[src/design/lbr_defines.svh]
// Purpose: offsets, field positions, reset values and timing counts for the
//          ldo enable and buck reference control block
// Assumes: 8-bit command registers reached through the command port
// Notes:   definitions only
`ifndef LBR_DEFINES_SVH
`define LBR_DEFINES_SVH

// ==========================================================================
// command register offsets
`define LBR_ADDR_OUT_EN 8'h00
`define LBR_ADDR_START_WAIT 8'h01
`define LBR_ADDR_LDO_TGT_B 8'h02
`define LBR_ADDR_SW_MODE 8'h03
`define LBR_ADDR_BUCK_SEL 8'h04
`define LBR_ADDR_BUCK_A_BASE 8'h10
`define LBR_ADDR_BUCK_B_BASE 8'h13
`define LBR_ADDR_STATUS 8'h20

// ==========================================================================
// field positions
`define LBR_OE_REG3_BIT 5
`define LBR_OE_REG4_BIT 6
`define LBR_SW_REG3_BIT 5
`define LBR_SW_REG4_BIT 6
`define LBR_TB_VSEL_HI 6
`define LBR_TB_VSEL_LO 5
`define LBR_TB_DECOUPLE_BIT 7

// ==========================================================================
// reset values
`define LBR_OUT_EN_RST 8'h00
`define LBR_START_WAIT_RST 8'h00
`define LBR_LDO_TGT_B_RST 8'h19
`define LBR_SW_MODE_RST 6'h00
`define LBR_BUCK_SEL_RST 3'h0
`define LBR_BUCK_CODE_RST 5'h19

// ==========================================================================
// regulator four output in mV, base variant then variants one and two
`define LBR_R4_BASE_00 12'haf0
`define LBR_R4_BASE_01 12'h9c4
`define LBR_R4_BASE_10 12'h708
`define LBR_R4_BASE_11 12'hce4
`define LBR_R4_ALT_00 12'h4b0
`define LBR_R4_ALT_01 12'h708
`define LBR_R4_ALT_10 12'h9c4
`define LBR_R4_ALT_11 12'hc80

// buck reference in units of 0.1 mV: offset plus step times code
`define LBR_REF_OFFSET 13'he29
`define LBR_REF_STEP 13'h07d

// ==========================================================================
// timing: clock cycles between reference slew steps
`define LBR_SLEW_DIV 16

`endif

[src/design/lbr_pkg.sv]
// Purpose: shared types of the ldo enable and buck reference control block
// Assumes: nothing beyond the defines header
// Notes:   types only; numbers live in lbr_defines.svh
package lbr_pkg;

	// ======================================================================
	// device variant
	typedef enum logic [1:0] {
		LBR_VAR_BASE = 2'b00,
		LBR_VAR_ONE = 2'b01,
		LBR_VAR_TWO = 2'b10
	} lbr_variant_type;

	// ======================================================================
	// converter operating mode
	typedef enum logic [1:0] {
		LBR_MODE_PSKIP = 2'b00,
		LBR_MODE_LOWPWR = 2'b01,
		LBR_MODE_FCONT = 2'b10,
		LBR_MODE_RSVD = 2'b11
	} lbr_mode_type;

endpackage

[src/design/lbr_top.sv]
// Purpose: enables of regulators three and four, regulator four voltage select,
//          buck reference codes and operating modes
// Assumes: command port is the decoded output of the serial command interface
// Notes:   pins and loop events are asynchronous and pass two flip-flops
`timescale 1ns/1ns
`default_nettype none
`include "lbr_defines.svh"

// Functional notes
// - regulator three on by pin or enable bit
// - regulator three start wait bit, variant two inverted
// - base variant regulator four voltage code table
// - other variants regulator four voltage code table
// - pin low: enable bits drive three, four
// - base: pair pin switches both together
// - decouple bit: regulator four follows bit only
// - variants one, two: pin drives three only
// - regulator four start wait bit, variant two inverted
// - buck reference equals offset plus step times code
// - buck target codes reset to 11001
// - command bits take defaults at reset
// - three modes, independent per converter
// - downward slew forces forced continuous mode
// - switch latch set each cycle, cleared on trip
// - select bit picks target a or b
module lbr_top #(
	parameter lbr_pkg::lbr_variant_type VARIANT = lbr_pkg::LBR_VAR_BASE,
	parameter int SLEW_DIV = `LBR_SLEW_DIV
) (
	// clock and reset
	input wire logic clock_i,
	input wire logic rstn_i,
	// command register port
	input wire logic cmd_wr_i,
	input wire logic cmd_rd_i,
	input wire logic [7:0] cmd_addr_i,
	input wire logic [7:0] cmd_wdata_i,
	output logic [7:0] cmd_rdata_o,
	output logic cmd_rvalid_o,
	// enable pins
	input wire logic pair_enable_pin_i,
	input wire logic single_enable_pin_i,
	// converter loop events, one per converter
	input wire logic [2:0] cycle_start_i,
	input wire logic [2:0] peak_trip_i,
	// regulators three and four
	output logic regulator_three_en_o,
	output logic regulator_four_en_o,
	output logic regulator_three_wait_low_o,
	output logic regulator_four_wait_low_o,
	output logic [1:0] regulator_four_vsel_o,
	output logic [11:0] regulator_four_mv_o,
	// step-down converters
	output logic [2:0][4:0] buck_ref_code_o,
	output logic [2:0][12:0] buck_ref_tenth_mv_o,
	output lbr_pkg::lbr_mode_type [2:0] buck_mode_o,
	output logic [2:0] buck_slew_down_o,
	output logic [2:0] buck_switch_on_o
);
	import lbr_pkg::*;

	// ======================================================================
	// helpers
	function automatic logic [11:0] r4_mv(input logic [1:0] vsel, input logic alt);
		logic [11:0] mv;
		mv = 12'h000;
		if (!alt) begin
			unique case (vsel)
				2'b00: mv = `LBR_R4_BASE_00;
				2'b01: mv = `LBR_R4_BASE_01;
				2'b10: mv = `LBR_R4_BASE_10;
				2'b11: mv = `LBR_R4_BASE_11;
			endcase
		end else begin
			unique case (vsel)
				2'b00: mv = `LBR_R4_ALT_00;
				2'b01: mv = `LBR_R4_ALT_01;
				2'b10: mv = `LBR_R4_ALT_10;
				2'b11: mv = `LBR_R4_ALT_11;
			endcase
		end
		r4_mv = mv;
	endfunction

	// start bit meaning: 0 waits on base and variant one, inverted on two
	function automatic logic wait_low(input logic bit_val);
		wait_low = (VARIANT == LBR_VAR_TWO) ? bit_val : ~bit_val;
	endfunction

	localparam logic IS_BASE = (VARIANT == LBR_VAR_BASE);

	// ======================================================================
	// pin and loop event synchronisers
	logic [7:0] sync1_reg, sync1_next;
	logic [7:0] sync2_reg, sync2_next;
	logic pair_pin_s, single_pin_s;
	logic [2:0] cycle_start_s, peak_trip_s;

	always_comb begin
		sync1_next = {peak_trip_i, cycle_start_i, single_enable_pin_i, pair_enable_pin_i};
		sync2_next = sync1_reg;
	end

	always_ff @(posedge clock_i) begin
		if (!rstn_i) begin
			sync1_reg <= 8'h00;
			sync2_reg <= 8'h00;
		end else begin
			sync1_reg <= sync1_next;
			sync2_reg <= sync2_next;
		end
	end

	assign pair_pin_s = sync2_reg[0];
	assign single_pin_s = sync2_reg[1];
	assign cycle_start_s = sync2_reg[4:2];
	assign peak_trip_s = sync2_reg[7:5];

	// ======================================================================
	// command registers
	logic [7:0] out_en_reg, out_en_next;
	logic [7:0] start_wait_reg, start_wait_next;
	logic [7:0] tgt_b_cfg_reg, tgt_b_cfg_next;
	logic [5:0] sw_mode_reg, sw_mode_next;
	logic [2:0] buck_sel_reg, buck_sel_next;
	logic [2:0][4:0] tgt_a_reg, tgt_a_next;
	logic [2:0][4:0] tgt_b_reg, tgt_b_next;
	logic [7:0] rdata_reg, rdata_next;
	logic rvalid_reg, rvalid_next;
	logic [7:0] status_val;

	always_comb begin
		out_en_next = out_en_reg;
		start_wait_next = start_wait_reg;
		tgt_b_cfg_next = tgt_b_cfg_reg;
		sw_mode_next = sw_mode_reg;
		buck_sel_next = buck_sel_reg;
		tgt_a_next = tgt_a_reg;
		tgt_b_next = tgt_b_reg;
		if (cmd_wr_i) begin
			unique case (cmd_addr_i)
				`LBR_ADDR_OUT_EN: out_en_next = cmd_wdata_i;
				`LBR_ADDR_START_WAIT: start_wait_next = cmd_wdata_i;
				`LBR_ADDR_LDO_TGT_B: tgt_b_cfg_next = cmd_wdata_i;
				`LBR_ADDR_SW_MODE: sw_mode_next = cmd_wdata_i[5:0];
				`LBR_ADDR_BUCK_SEL: buck_sel_next = cmd_wdata_i[2:0];
				`LBR_ADDR_BUCK_A_BASE: tgt_a_next[0] = cmd_wdata_i[4:0];
				`LBR_ADDR_BUCK_A_BASE + 8'h01: tgt_a_next[1] = cmd_wdata_i[4:0];
				`LBR_ADDR_BUCK_A_BASE + 8'h02: tgt_a_next[2] = cmd_wdata_i[4:0];
				`LBR_ADDR_BUCK_B_BASE: tgt_b_next[0] = cmd_wdata_i[4:0];
				`LBR_ADDR_BUCK_B_BASE + 8'h01: tgt_b_next[1] = cmd_wdata_i[4:0];
				`LBR_ADDR_BUCK_B_BASE + 8'h02: tgt_b_next[2] = cmd_wdata_i[4:0];
				default: ;
			endcase
		end
	end

	// status: live enables, start waits and downward slews
	assign status_val = {1'b0, buck_slew_down_o, regulator_four_wait_low_o,
		regulator_three_wait_low_o, regulator_four_en_o, regulator_three_en_o};

	always_comb begin
		rvalid_next = cmd_rd_i;
		rdata_next = rdata_reg;
		if (cmd_rd_i) begin
			unique case (cmd_addr_i)
				`LBR_ADDR_OUT_EN: rdata_next = out_en_reg;
				`LBR_ADDR_START_WAIT: rdata_next = start_wait_reg;
				`LBR_ADDR_LDO_TGT_B: rdata_next = tgt_b_cfg_reg;
				`LBR_ADDR_SW_MODE: rdata_next = {2'b00, sw_mode_reg};
				`LBR_ADDR_BUCK_SEL: rdata_next = {5'h00, buck_sel_reg};
				`LBR_ADDR_BUCK_A_BASE: rdata_next = {3'h0, tgt_a_reg[0]};
				`LBR_ADDR_BUCK_A_BASE + 8'h01: rdata_next = {3'h0, tgt_a_reg[1]};
				`LBR_ADDR_BUCK_A_BASE + 8'h02: rdata_next = {3'h0, tgt_a_reg[2]};
				`LBR_ADDR_BUCK_B_BASE: rdata_next = {3'h0, tgt_b_reg[0]};
				`LBR_ADDR_BUCK_B_BASE + 8'h01: rdata_next = {3'h0, tgt_b_reg[1]};
				`LBR_ADDR_BUCK_B_BASE + 8'h02: rdata_next = {3'h0, tgt_b_reg[2]};
				`LBR_ADDR_STATUS: rdata_next = status_val;
				default: rdata_next = 8'h00;
			endcase
		end
	end

	always_ff @(posedge clock_i) begin
		if (!rstn_i) begin
			out_en_reg <= `LBR_OUT_EN_RST;
			start_wait_reg <= `LBR_START_WAIT_RST;
			tgt_b_cfg_reg <= `LBR_LDO_TGT_B_RST;
			sw_mode_reg <= `LBR_SW_MODE_RST;
			buck_sel_reg <= `LBR_BUCK_SEL_RST;
			tgt_a_reg <= {3{`LBR_BUCK_CODE_RST}};
			tgt_b_reg <= {3{`LBR_BUCK_CODE_RST}};
			rdata_reg <= 8'h00;
			rvalid_reg <= 1'b0;
		end else begin
			out_en_reg <= out_en_next;
			start_wait_reg <= start_wait_next;
			tgt_b_cfg_reg <= tgt_b_cfg_next;
			sw_mode_reg <= sw_mode_next;
			buck_sel_reg <= buck_sel_next;
			tgt_a_reg <= tgt_a_next;
			tgt_b_reg <= tgt_b_next;
			rdata_reg <= rdata_next;
			rvalid_reg <= rvalid_next;
		end
	end

	assign cmd_rdata_o = rdata_reg;
	assign cmd_rvalid_o = rvalid_reg;

	// ======================================================================
	// regulator three and four control
	logic r3_en_reg, r3_en_next;
	logic r4_en_reg, r4_en_next;
	logic r3_wait_reg, r3_wait_next;
	logic r4_wait_reg, r4_wait_next;
	logic [1:0] r4_vsel_reg, r4_vsel_next;
	logic [11:0] r4_mv_reg, r4_mv_next;
	logic oe3, oe4, decouple4;

	assign oe3 = out_en_reg[`LBR_OE_REG3_BIT];
	assign oe4 = out_en_reg[`LBR_OE_REG4_BIT];
	assign decouple4 = tgt_b_cfg_reg[`LBR_TB_DECOUPLE_BIT];

	always_comb begin
		if (IS_BASE) begin
			// pin low leaves each regulator to its own enable bit
			r3_en_next = pair_pin_s | oe3;
			r4_en_next = oe4 | (pair_pin_s & ~decouple4);
		end else begin
			// decouple bit has no function on these variants
			r3_en_next = single_pin_s | oe3;
			r4_en_next = oe4;
		end
		r3_wait_next = wait_low(start_wait_reg[`LBR_SW_REG3_BIT]);
		r4_wait_next = wait_low(start_wait_reg[`LBR_SW_REG4_BIT]);
		r4_vsel_next = tgt_b_cfg_reg[`LBR_TB_VSEL_HI:`LBR_TB_VSEL_LO];
		r4_mv_next = r4_mv(r4_vsel_next, !IS_BASE);
	end

	always_ff @(posedge clock_i) begin
		if (!rstn_i) begin
			r3_en_reg <= 1'b0;
			r4_en_reg <= 1'b0;
			r3_wait_reg <= 1'b0;
			r4_wait_reg <= 1'b0;
			r4_vsel_reg <= 2'b00;
			r4_mv_reg <= 12'h000;
		end else begin
			r3_en_reg <= r3_en_next;
			r4_en_reg <= r4_en_next;
			r3_wait_reg <= r3_wait_next;
			r4_wait_reg <= r4_wait_next;
			r4_vsel_reg <= r4_vsel_next;
			r4_mv_reg <= r4_mv_next;
		end
	end

	assign regulator_three_en_o = r3_en_reg;
	assign regulator_four_en_o = r4_en_reg;
	assign regulator_three_wait_low_o = r3_wait_reg;
	assign regulator_four_wait_low_o = r4_wait_reg;
	assign regulator_four_vsel_o = r4_vsel_reg;
	assign regulator_four_mv_o = r4_mv_reg;

	// ======================================================================
	// reference slew pacing
	logic [7:0] div_reg, div_next;
	logic tick_reg, tick_next;

	always_comb begin
		if (div_reg == 8'(SLEW_DIV - 1)) begin
			div_next = 8'h00;
			tick_next = 1'b1;
		end else begin
			div_next = div_reg + 8'h01;
			tick_next = 1'b0;
		end
	end

	always_ff @(posedge clock_i) begin
		if (!rstn_i) begin
			div_reg <= 8'h00;
			tick_reg <= 1'b0;
		end else begin
			div_reg <= div_next;
			tick_reg <= tick_next;
		end
	end

	// ======================================================================
	// step-down converters
	for (genvar i = 0; i < 3; i++) begin : g_buck
		logic [4:0] target;
		assign target = buck_sel_reg[i] ? tgt_b_reg[i] : tgt_a_reg[i];

		lbr_buck_chan u_chan (
			.clock_i(clock_i),
			.rstn_i(rstn_i),
			.target_code_i(target),
			.mode_sel_i(lbr_mode_type'(sw_mode_reg[2*i +: 2])),
			.step_tick_i(tick_reg),
			.cycle_start_i(cycle_start_s[i]),
			.peak_trip_i(peak_trip_s[i]),
			.ref_code_o(buck_ref_code_o[i]),
			.ref_tenth_mv_o(buck_ref_tenth_mv_o[i]),
			.mode_o(buck_mode_o[i]),
			.slew_down_o(buck_slew_down_o[i]),
			.switch_on_o(buck_switch_on_o[i])
		);
	end

endmodule
`default_nettype wire

[src/design/lbr_buck_chan.sv]
// Purpose: one step-down converter: reference slew, effective mode, switch latch
// Assumes: cycle_start_i and peak_trip_i already synchronised to clock_i
// Notes:   reference walks one code per step tick toward the selected target
`timescale 1ns/1ns
`default_nettype none
`include "lbr_defines.svh"

module lbr_buck_chan (
	// clock and reset
	input wire logic clock_i,
	input wire logic rstn_i,
	// configuration
	input wire logic [4:0] target_code_i,
	input wire lbr_pkg::lbr_mode_type mode_sel_i,
	input wire logic step_tick_i,
	// loop events
	input wire logic cycle_start_i,
	input wire logic peak_trip_i,
	// results
	output logic [4:0] ref_code_o,
	output logic [12:0] ref_tenth_mv_o,
	output lbr_pkg::lbr_mode_type mode_o,
	output logic slew_down_o,
	output logic switch_on_o
);
	import lbr_pkg::*;

	function automatic logic [12:0] ref_of(input logic [4:0] code);
		ref_of = `LBR_REF_OFFSET + `LBR_REF_STEP * {8'h00, code};
	endfunction

	logic [4:0] code_reg, code_next;
	logic [12:0] mv_reg, mv_next;
	lbr_mode_type mode_reg, mode_next;
	logic down_reg, down_next;
	logic sw_reg, sw_next;

	always_comb begin
		code_next = code_reg;
		if (step_tick_i) begin
			if (code_reg > target_code_i) begin
				code_next = code_reg - 5'h01;
			end else if (code_reg < target_code_i) begin
				code_next = code_reg + 5'h01;
			end
		end
		mv_next = ref_of(code_next);
		down_next = code_next > target_code_i;
		// downward slew must sink current, so programmed mode is overridden
		if (down_next) begin
			mode_next = LBR_MODE_FCONT;
		end else begin
			unique case (mode_sel_i)
				LBR_MODE_PSKIP: mode_next = LBR_MODE_PSKIP;
				LBR_MODE_LOWPWR: mode_next = LBR_MODE_LOWPWR;
				LBR_MODE_FCONT: mode_next = LBR_MODE_FCONT;
				LBR_MODE_RSVD: mode_next = LBR_MODE_PSKIP;
			endcase
		end
		// peak trip wins over a coincident cycle start to bound current
		if (peak_trip_i) begin
			sw_next = 1'b0;
		end else if (cycle_start_i) begin
			sw_next = 1'b1;
		end else begin
			sw_next = sw_reg;
		end
	end

	always_ff @(posedge clock_i) begin
		if (!rstn_i) begin
			code_reg <= `LBR_BUCK_CODE_RST;
			mv_reg <= ref_of(`LBR_BUCK_CODE_RST);
			mode_reg <= LBR_MODE_PSKIP;
			down_reg <= 1'b0;
			sw_reg <= 1'b0;
		end else begin
			code_reg <= code_next;
			mv_reg <= mv_next;
			mode_reg <= mode_next;
			down_reg <= down_next;
			sw_reg <= sw_next;
		end
	end

	assign ref_code_o = code_reg;
	assign ref_tenth_mv_o = mv_reg;
	assign mode_o = mode_reg;
	assign slew_down_o = down_reg;
	assign switch_on_o = sw_reg;

endmodule
`default_nettype wire

[config.mk]
export PLATFORM = sky130hd
export DESIGN_NAME = lbr_top
export DESIGN_NICKNAME = d
export VERILOG_FILES = /design/src/design/lbr_pkg.sv /design/src/design/lbr_top.sv /design/src/design/lbr_buck_chan.sv
export VERILOG_INCLUDE_DIRS = /design/src /design/src/design
export SDC_FILE = /design/constraint.sdc
export NUM_CORES = 1
export LEC_CHECK = 0
export ABC_AREA = 1
export ABC_CLOCK_PERIOD_IN_PS = 5500
export BUFFER_PORTS_ARGS = -buffer_cell sky130_fd_sc_hd__buf_4
export CAP_MARGIN = 20
export CELL_PAD_IN_SITES_DETAIL_PLACEMENT = 1
export CELL_PAD_IN_SITES_GLOBAL_PLACEMENT = 1
export CORE_MARGIN = 5
export CORE_UTILIZATION = 30
export DETAILED_ROUTE_END_ITERATION = 10
export GPL_ROUTABILITY_DRIVEN = 1
export PLACE_DENSITY_LB_ADDON = 0.1
export SKIP_CTS_REPAIR_TIMING = 1
export SLEW_MARGIN = 25
export SYNTH_ARGS = -nofsm -noshare
export SYNTH_HDL_FRONTEND = slang
export SYNTH_SLANG_ARGS = --single-unit
[constraint.sdc]
create_clock -name clock_i -period 5.5 [get_ports clock_i]
set_clock_uncertainty 0.15 [all_clocks]
set_input_delay 0.275 -clock clock_i [delete_from_list [all_inputs] [get_ports clock_i]]
set_output_delay 0.275 -clock clock_i [all_outputs]
set_load 0.01 [all_outputs]
Word level (Yosys, flattened, before mapping). Index checks and enable logic that the tools add are counted.

Register bits after elaboration: 181. Latch bits: 0. Bits in writable memories: 0. Memory bits (read-only): 0. Input port bits: 28. Output and inout bits: 93. Memories kept: 0.

$add $sub $neg: 10. Multipliers: 3. Divide/modulo/power cells: 0. Magnitude comparators: 9. Equal/unequal tests: 24. Shift-type cells: 0. Multiplexer cells: 21. Bitwise gates (word level): 7. Reduce and logical (&&, ||, !) cells: 26.

Operator list (number): $pmux W8 S12 (1); $mux W5 (12); $eq A8 B5 Y1 const B (6); $pmux W12 S4 (1); $add A12 B12 Y13 const A (3); $mul A7 B5 Y12 const A (3); $gt A5 B5 Y1 (6); $reduce_and A2 Y1 (11); $reduce_or A2 Y1 (10); $pmux W2 S3 (3); $eq A2 B2 Y1 const B (8); $eq A8 B2 Y1 const B (2); $add A5 B1 Y5 const B (3); $lt A5 B5 Y1 (3); $sub A5 B1 Y5 const B (3); $add A8 B1 Y8 const B (1); $eq A2 B1 Y1 const B (4); $eq A8 B1 Y1 const B (1); $eq A8 B3 Y1 const B (1); $eq A8 B4 Y1 const B (1); $eq A8 B6 Y1 const B (1); $logic_not A2 Y1 (4); $logic_not A8 Y1 (1); $mux W2 (3); other kinds (4) (8).

Longest topological paths before layout.
Depth in word-level cells: 7. Depth in mapped cells: 31. Gate-level depth less buffers: 31.

Cells and area by module. From an unflattened synthesis, not the netlist that was laid out.

Cell total of the unflattened synthesis: 1474. Area total of the unflattened synthesis: 11031.8 um^2.

By module, submodules not included: lbr_top (instances 1, cells each 658, area an instance 4723.3 um^2, sequential area each 2182.1 um^2); lbr_buck_chan at g_buck[2].u_chan (instances 1, cells each 271, area an instance 2123.3 um^2, sequential area each 440.4 um^2); lbr_buck_chan at g_buck[0].u_chan (instances 1, cells each 274, area an instance 2099.5 um^2, sequential area each 440.4 um^2); lbr_buck_chan at g_buck[1].u_chan (instances 1, cells each 271, area an instance 2085.8 um^2, sequential area each 440.4 um^2).

Worst setup path before layout. No wires, ideal clock.

Path kind: flip-flop to flip-flop. Start: reg buck_sel_reg[0]. End: reg g_buck[0].u_chan.mv_reg[10]. Arrival: 4.952 ns. Data required time: 5.237 ns. Slack: 0.285 ns. Cell stages (with the launch flop): 30. Buffers on the path: 1. Clock period less this slack: 5.215 ns. Cells stage by stage: dfxtp_1 > clkbuf_1 > nor2_1 > a21oi_1 > ha_1 > nand2_1 > inv_1 > nand2_1 > nand3_2 > a21oi_1 > nand2_1 > nor2_1 > nand2_1 > nand2_1 > inv_1 > ha_1 > ha_1 > nor2_1 > inv_1 > fa_1 > fa_1 > inv_1 > ha_1 > a21oi_1 > o21ai_0 > a21o_1 > a31oi_1 > nand2_1 > nand2_1 > nor2_1.

Cells in the longest elaborated chain, start to end: 7. Elaborated cells between the ends (all ways): 8. Classes of those cells: add/sub (1); mul (1); order compare (2); mux (4).

Ends and longest elaborated chain: start: declaration (RTL line lbr_top.sv:125) `logic [2:0] buck_sel_reg, buck_sel_next;`; start signal: assignment (RTL line lbr_top.sv:190) `` buck_sel_reg <= `LBR_BUCK_SEL_RST; ``; start signal: assignment (RTL line lbr_top.sv:200) `buck_sel_reg <= buck_sel_next;`; $mux W5 * (RTL line lbr_top.sv:295) `assign target = buck_sel_reg[i] ? tgt_b_reg[i] : tgt_a_reg[i];`; $lt A5 B5 Y1 (RTL line lbr_buck_chan.sv:43) `end else if (code_reg < target_code_i) begin`; $mux W5 (RTL line lbr_buck_chan.sv:43); $mux W5 * (RTL line lbr_buck_chan.sv:41) `if (code_reg > target_code_i) begin`; $mux W5 * (RTL line lbr_buck_chan.sv:40) `if (step_tick_i) begin`; via g_buck[0].u_chan.code_next[3] (RTL line lbr_buck_chan.sv:32) `logic [4:0] code_reg, code_next;`; $mul A7 B5 Y12 (no line) *; $add A12 B12 Y13 (no line) *; end signal: assignment (RTL line lbr_buck_chan.sv:73) `` mv_reg <= ref_of(`LBR_BUCK_CODE_RST); ``; end signal: assignment (RTL line lbr_buck_chan.sv:79) `mv_reg <= mv_next;`; end: declaration (RTL line lbr_buck_chan.sv:33) `logic [12:0] mv_reg, mv_next;`.

The timed path passes the listed nets; every way through them passes the cells marked *. A chain may end at the register's enable or synchronous reset.

Worst setup path after layout.
Start: reg tgt_b_reg[9] (netlist bit). End: reg g_buck[1].u_chan.mv_reg[12].

Cells in the longest elaborated chain, start to end: 7. Elaborated cells between the ends (all ways): 8. Classes of those cells: add/sub (1); mul (1); order compare (2); mux (4).

Ends and longest elaborated chain: start: declaration (RTL line lbr_top.sv:127) `logic [2:0][4:0] tgt_b_reg, tgt_b_next;`; start signal: assignment (RTL line lbr_top.sv:192) `` tgt_b_reg <= {3{`LBR_BUCK_CODE_RST}}; ``; start signal: assignment (RTL line lbr_top.sv:202) `tgt_b_reg <= tgt_b_next;`; $mux W5 * (RTL line lbr_top.sv:295); $lt A5 B5 Y1 (RTL line lbr_buck_chan.sv:43); $mux W5 (RTL line lbr_buck_chan.sv:43); $mux W5 * (RTL line lbr_buck_chan.sv:41); $mux W5 * (RTL line lbr_buck_chan.sv:40); via g_buck[1].u_chan.code_next[3] (RTL line lbr_buck_chan.sv:32); $mul A7 B5 Y12 (no line) *; $add A12 B12 Y13 (no line) *; end signal: assignment (RTL line lbr_buck_chan.sv:73); end signal: assignment (RTL line lbr_buck_chan.sv:79); end: declaration (RTL line lbr_buck_chan.sv:33).

Marked as above.

==> results by group <==
Cells and area
  • # diodes: 0
  • Area growth, synth to finish: 22.25%
  • Largest register FFs: 39
  • Final nets: 1,692
  • Share of cells above drive strength 1: 16.91%
  • Non-filler cells, final: 1,993

Yosys
  • Area leader, netlist: dfxtp_1
  • Mean Syn Cell Area: 7.563 um^2
  • #FFs+latches synth: 175
  • Mapped cell area: 0.01043 mm^2
  • Area contributors post-synth: dfxtp_1 34%, ha_1 13%, nand2_1 10%, inv_1 8.2%, fa_1 6.0%
  • Share of the synthesized area in the top cell type: 33.59%
  • Mapped Cells: 1,379
  • Synthesis Warnings: 0
  • Netlist cell types: 46
  • FFs w/ async S/R, synth: 0%
  • Most used DFF post-synth: dfxtp_1
  • Post-synth EDFFs: 0
  • Sequential area share after synthesis: 33.59%

Timing
  • Final-report max-slew violation count: 0
  • RSZ-0062 raised after global routing: no
  • Final setup vio count: 0
  • Fin crit period: 5085 ps
  • Fin crit share: 92.45%
  • Hold slack: 1.269 ps
  • Worst slew pin tran: 926.9 ps
  • Fmax: 196.7 MHz
  • Final hold violations: 0
  • Slew margin rel.: 38.21%
  • Total negative slack: 0 ps
  • Final worst slack: 415.3 ps

Route
  • DR vias: 9,140
  • DRT Pass-1 Iters: 4
  • DR DRC count: 0
  • Detailed Route WL: 30,750 um
  • Routed Antenna Nets: 0
  • Post-DR vias/cell: 4.586
  • Average wire per standard cell: 15.43 um
  • 1st-iter DRT viols: 255

Worst hold path
  • HP Class: primary input to flop

Setup path
  • Critical path required time: 5660 ps
  • Critical-path top delay cell: fa_1
  • Critical-path maximum fanout: 8
  • Critical Path AT: 5240 ps
  • Worst Path Class, Setup: flop to flop
  • WP buf/inv: 5
  • CP delay by family, top: adder cells
  • CP Capture Type: flop
  • Setup crit start kind: flop
  • Slowest stage delay, CP: 530 ps

Power and ir drop
  • Clock network fraction of design power: 46.3%
  • Logic pwr share: 4.6%
  • Reg power frac: 49.1%
  • Switching power total: 648.9 uW
  • Sw frac: 24.83%
  • Overall Power: 2.613 mW
  • Pwr dens: 204.9 mW/mm^2
  • Max rail drop VDD: 0.0002209 V
  • Leak Pwr: 6.369 nW
  • Internal Power: 1.964 mW

Placement
  • Pre-CTS WS: -94.57 ps
  • Estimated wirelength of the detail-placed design: 24,060 um
  • Number of placed instances, taps included: 1,948
  • Routability congestion estimate: 0.8246
  • Port Buffer Count: 117

Global routing
  • Largest net degree at the start of global routing: 90
  • Vias in the first global route: 9,324
  • GR Overflow Total: 0
  • Global-route usage over all layers: 15.93%
  • Antenna violations before repair: 0
  • Global-route wire length before repair: 49,410 um

Floorplan
  • I/O Pins: 121
  • Core region area: 0.03446 mm^2
  • DIE WIDTH: 196.5 um
  • Die Span Y: 196.5 um
  • Rows: 68
  • Starting Density: 30.27%
  • DIE AREA: 0.03860 mm^2

CTS
  • CTS Buf Count: 17
  • CTS max path bufs: 2
  • CTS sink cnt: 175
  • CTS tree: built
  • Clk root buf: clkbuf_16
  • Worst skew pair latency: 440 ps
  • H-tree depth: 4
  • Clock Pin Slew Worst Setup and Hold Paths: 70 ps

Flow run
  • MaxCap Viol Count: 0

Status
  • Status: completed
[power groups by stage]
stage / logic (mW) / clock network, mW / registers (mW)
floorplan: 0.0612 / 0 / 1.31
global placement: 0.115 / 0 / 1.31
global route: 0.132 / 1.30 / 1.28
CTS: 0.116 / 1.26 / 1.28
detailed placement: 0.115 / 0 / 1.31
finish: 0.120 / 1.21 / 1.28
[worst paths after layout]
path	from	end	slack [ps]	depth (start not counted)
max	tgt_b_reg[9]$_SDFFE_PN1P_	g_buck[1].u_chan.ref_tenth_mv_o[12]$_SDFF_PN1_	420	28
min reg2reg	sync2_reg[6]$_SDFF_PN0_	g_buck[1].u_chan.switch_on_o$_SDFFE_PP0P_	240	1
max reg2reg	tgt_b_reg[9]$_SDFFE_PN1P_	g_buck[1].u_chan.ref_tenth_mv_o[12]$_SDFF_PN1_	420	28
min	cmd_wdata_i[5]	sw_mode_reg[5]$_SDFFE_PN0P_	1	3
[routing by layer]
| layer | vias to the layer above | wire, um | track usage [%] |
|---|---|---|---|
| met4 | 0 | 405 | 4.189 |
| met1 | 4355 | 15150 | 21.64 |
| met5 | - | 0 | 0 |
| met2 | 85 | 14430 | 26.50 |
| met3 | 20 | 769 | 2.530 |
| li1 | 4680 | - | - |
[cells in the final DEF, fill, tap and decap left out, types with 10 or more instances in the layout]
cell           instances
a21oi_1               91
buf_4                156
clkbuf_16             17
dfxtp_1              172
dlygate4sd3_1         11
fa_1                  31
ha_1                 106
inv_1                226
inv_2                 11
nand2_1              283
nand3_1               78
nand4_1               10
nor2_1                82
nor2_2                11
o211ai_1              18
o21ai_0               98
o21ai_1               11
o21ai_2               10
xor2_1                15
[synth_stat cells, types with 2 or more instances]
cell / instances
buf_4: 13
or2_2: 8
o21ai_1: 2
nand3_4: 2
a21oi_1: 97
nand4_1: 10
inv_1: 228
nor2_1: 84
nor2_2: 9
a31oi_1: 6
fa_1: 31
xor2_1: 15
o21a_1: 7
o21ai_0: 113
buf_1: 3
nand2_1: 283
nor3_1: 10
nor2_4: 4
ha_1: 108
inv_2: 9
o211ai_1: 18
dfxtp_1: 175
a21o_1: 3
xnor2_1: 9
clkbuf_1: 19
nand2_2: 6
nand3_1: 78
nand3_2: 2
o21ai_2: 4
buf_2: 6
nor2_8: 2
[cells by family (layout without fill, tap and decap cells)]
family / after synthesis / after routing / synth area share (%)
other: 1 / 2 / 0.03595
AND/OR/NAND/NOR: 504 / 504 / 21.23
flip-flops: 175 / 175 / 33.59
buffers and inverters: 278 / 436 / 10.54
XOR/XNOR: 25 / 25 / 2.171
AO/OA/AOI/OAI: 257 / 257 / 13.52
adder cells (fa/ha/maj): 139 / 139 / 18.91
[layout make-up]
class                           count  area (um^2)
Sequential cell                   175         3515
Multi-Input combinational cell    927         5922
Clock buffer                       19        442.9
Inverter                          237        889.6
Tap cell                          455        569.3
Timing Repair Buffer              167         1281
Fill cell                        4261        21710
Clock inverter                     13        131.4
[tightest hold or removal path: stages]
cell and delay [ps]:
buf_4 130, nand3_1 80, a21oi_1 60
[per-stage QoR]
step	utilization [%]	instance area [um^2]
after CTS	36.34	12520
final	37.00	12750
after floorplan	-	10430
after detailed placement	34.68	11950
after global placement	34.68	11950
after global routing	37.00	12750
No activity file was read; power rests on OpenSTA's default activity.
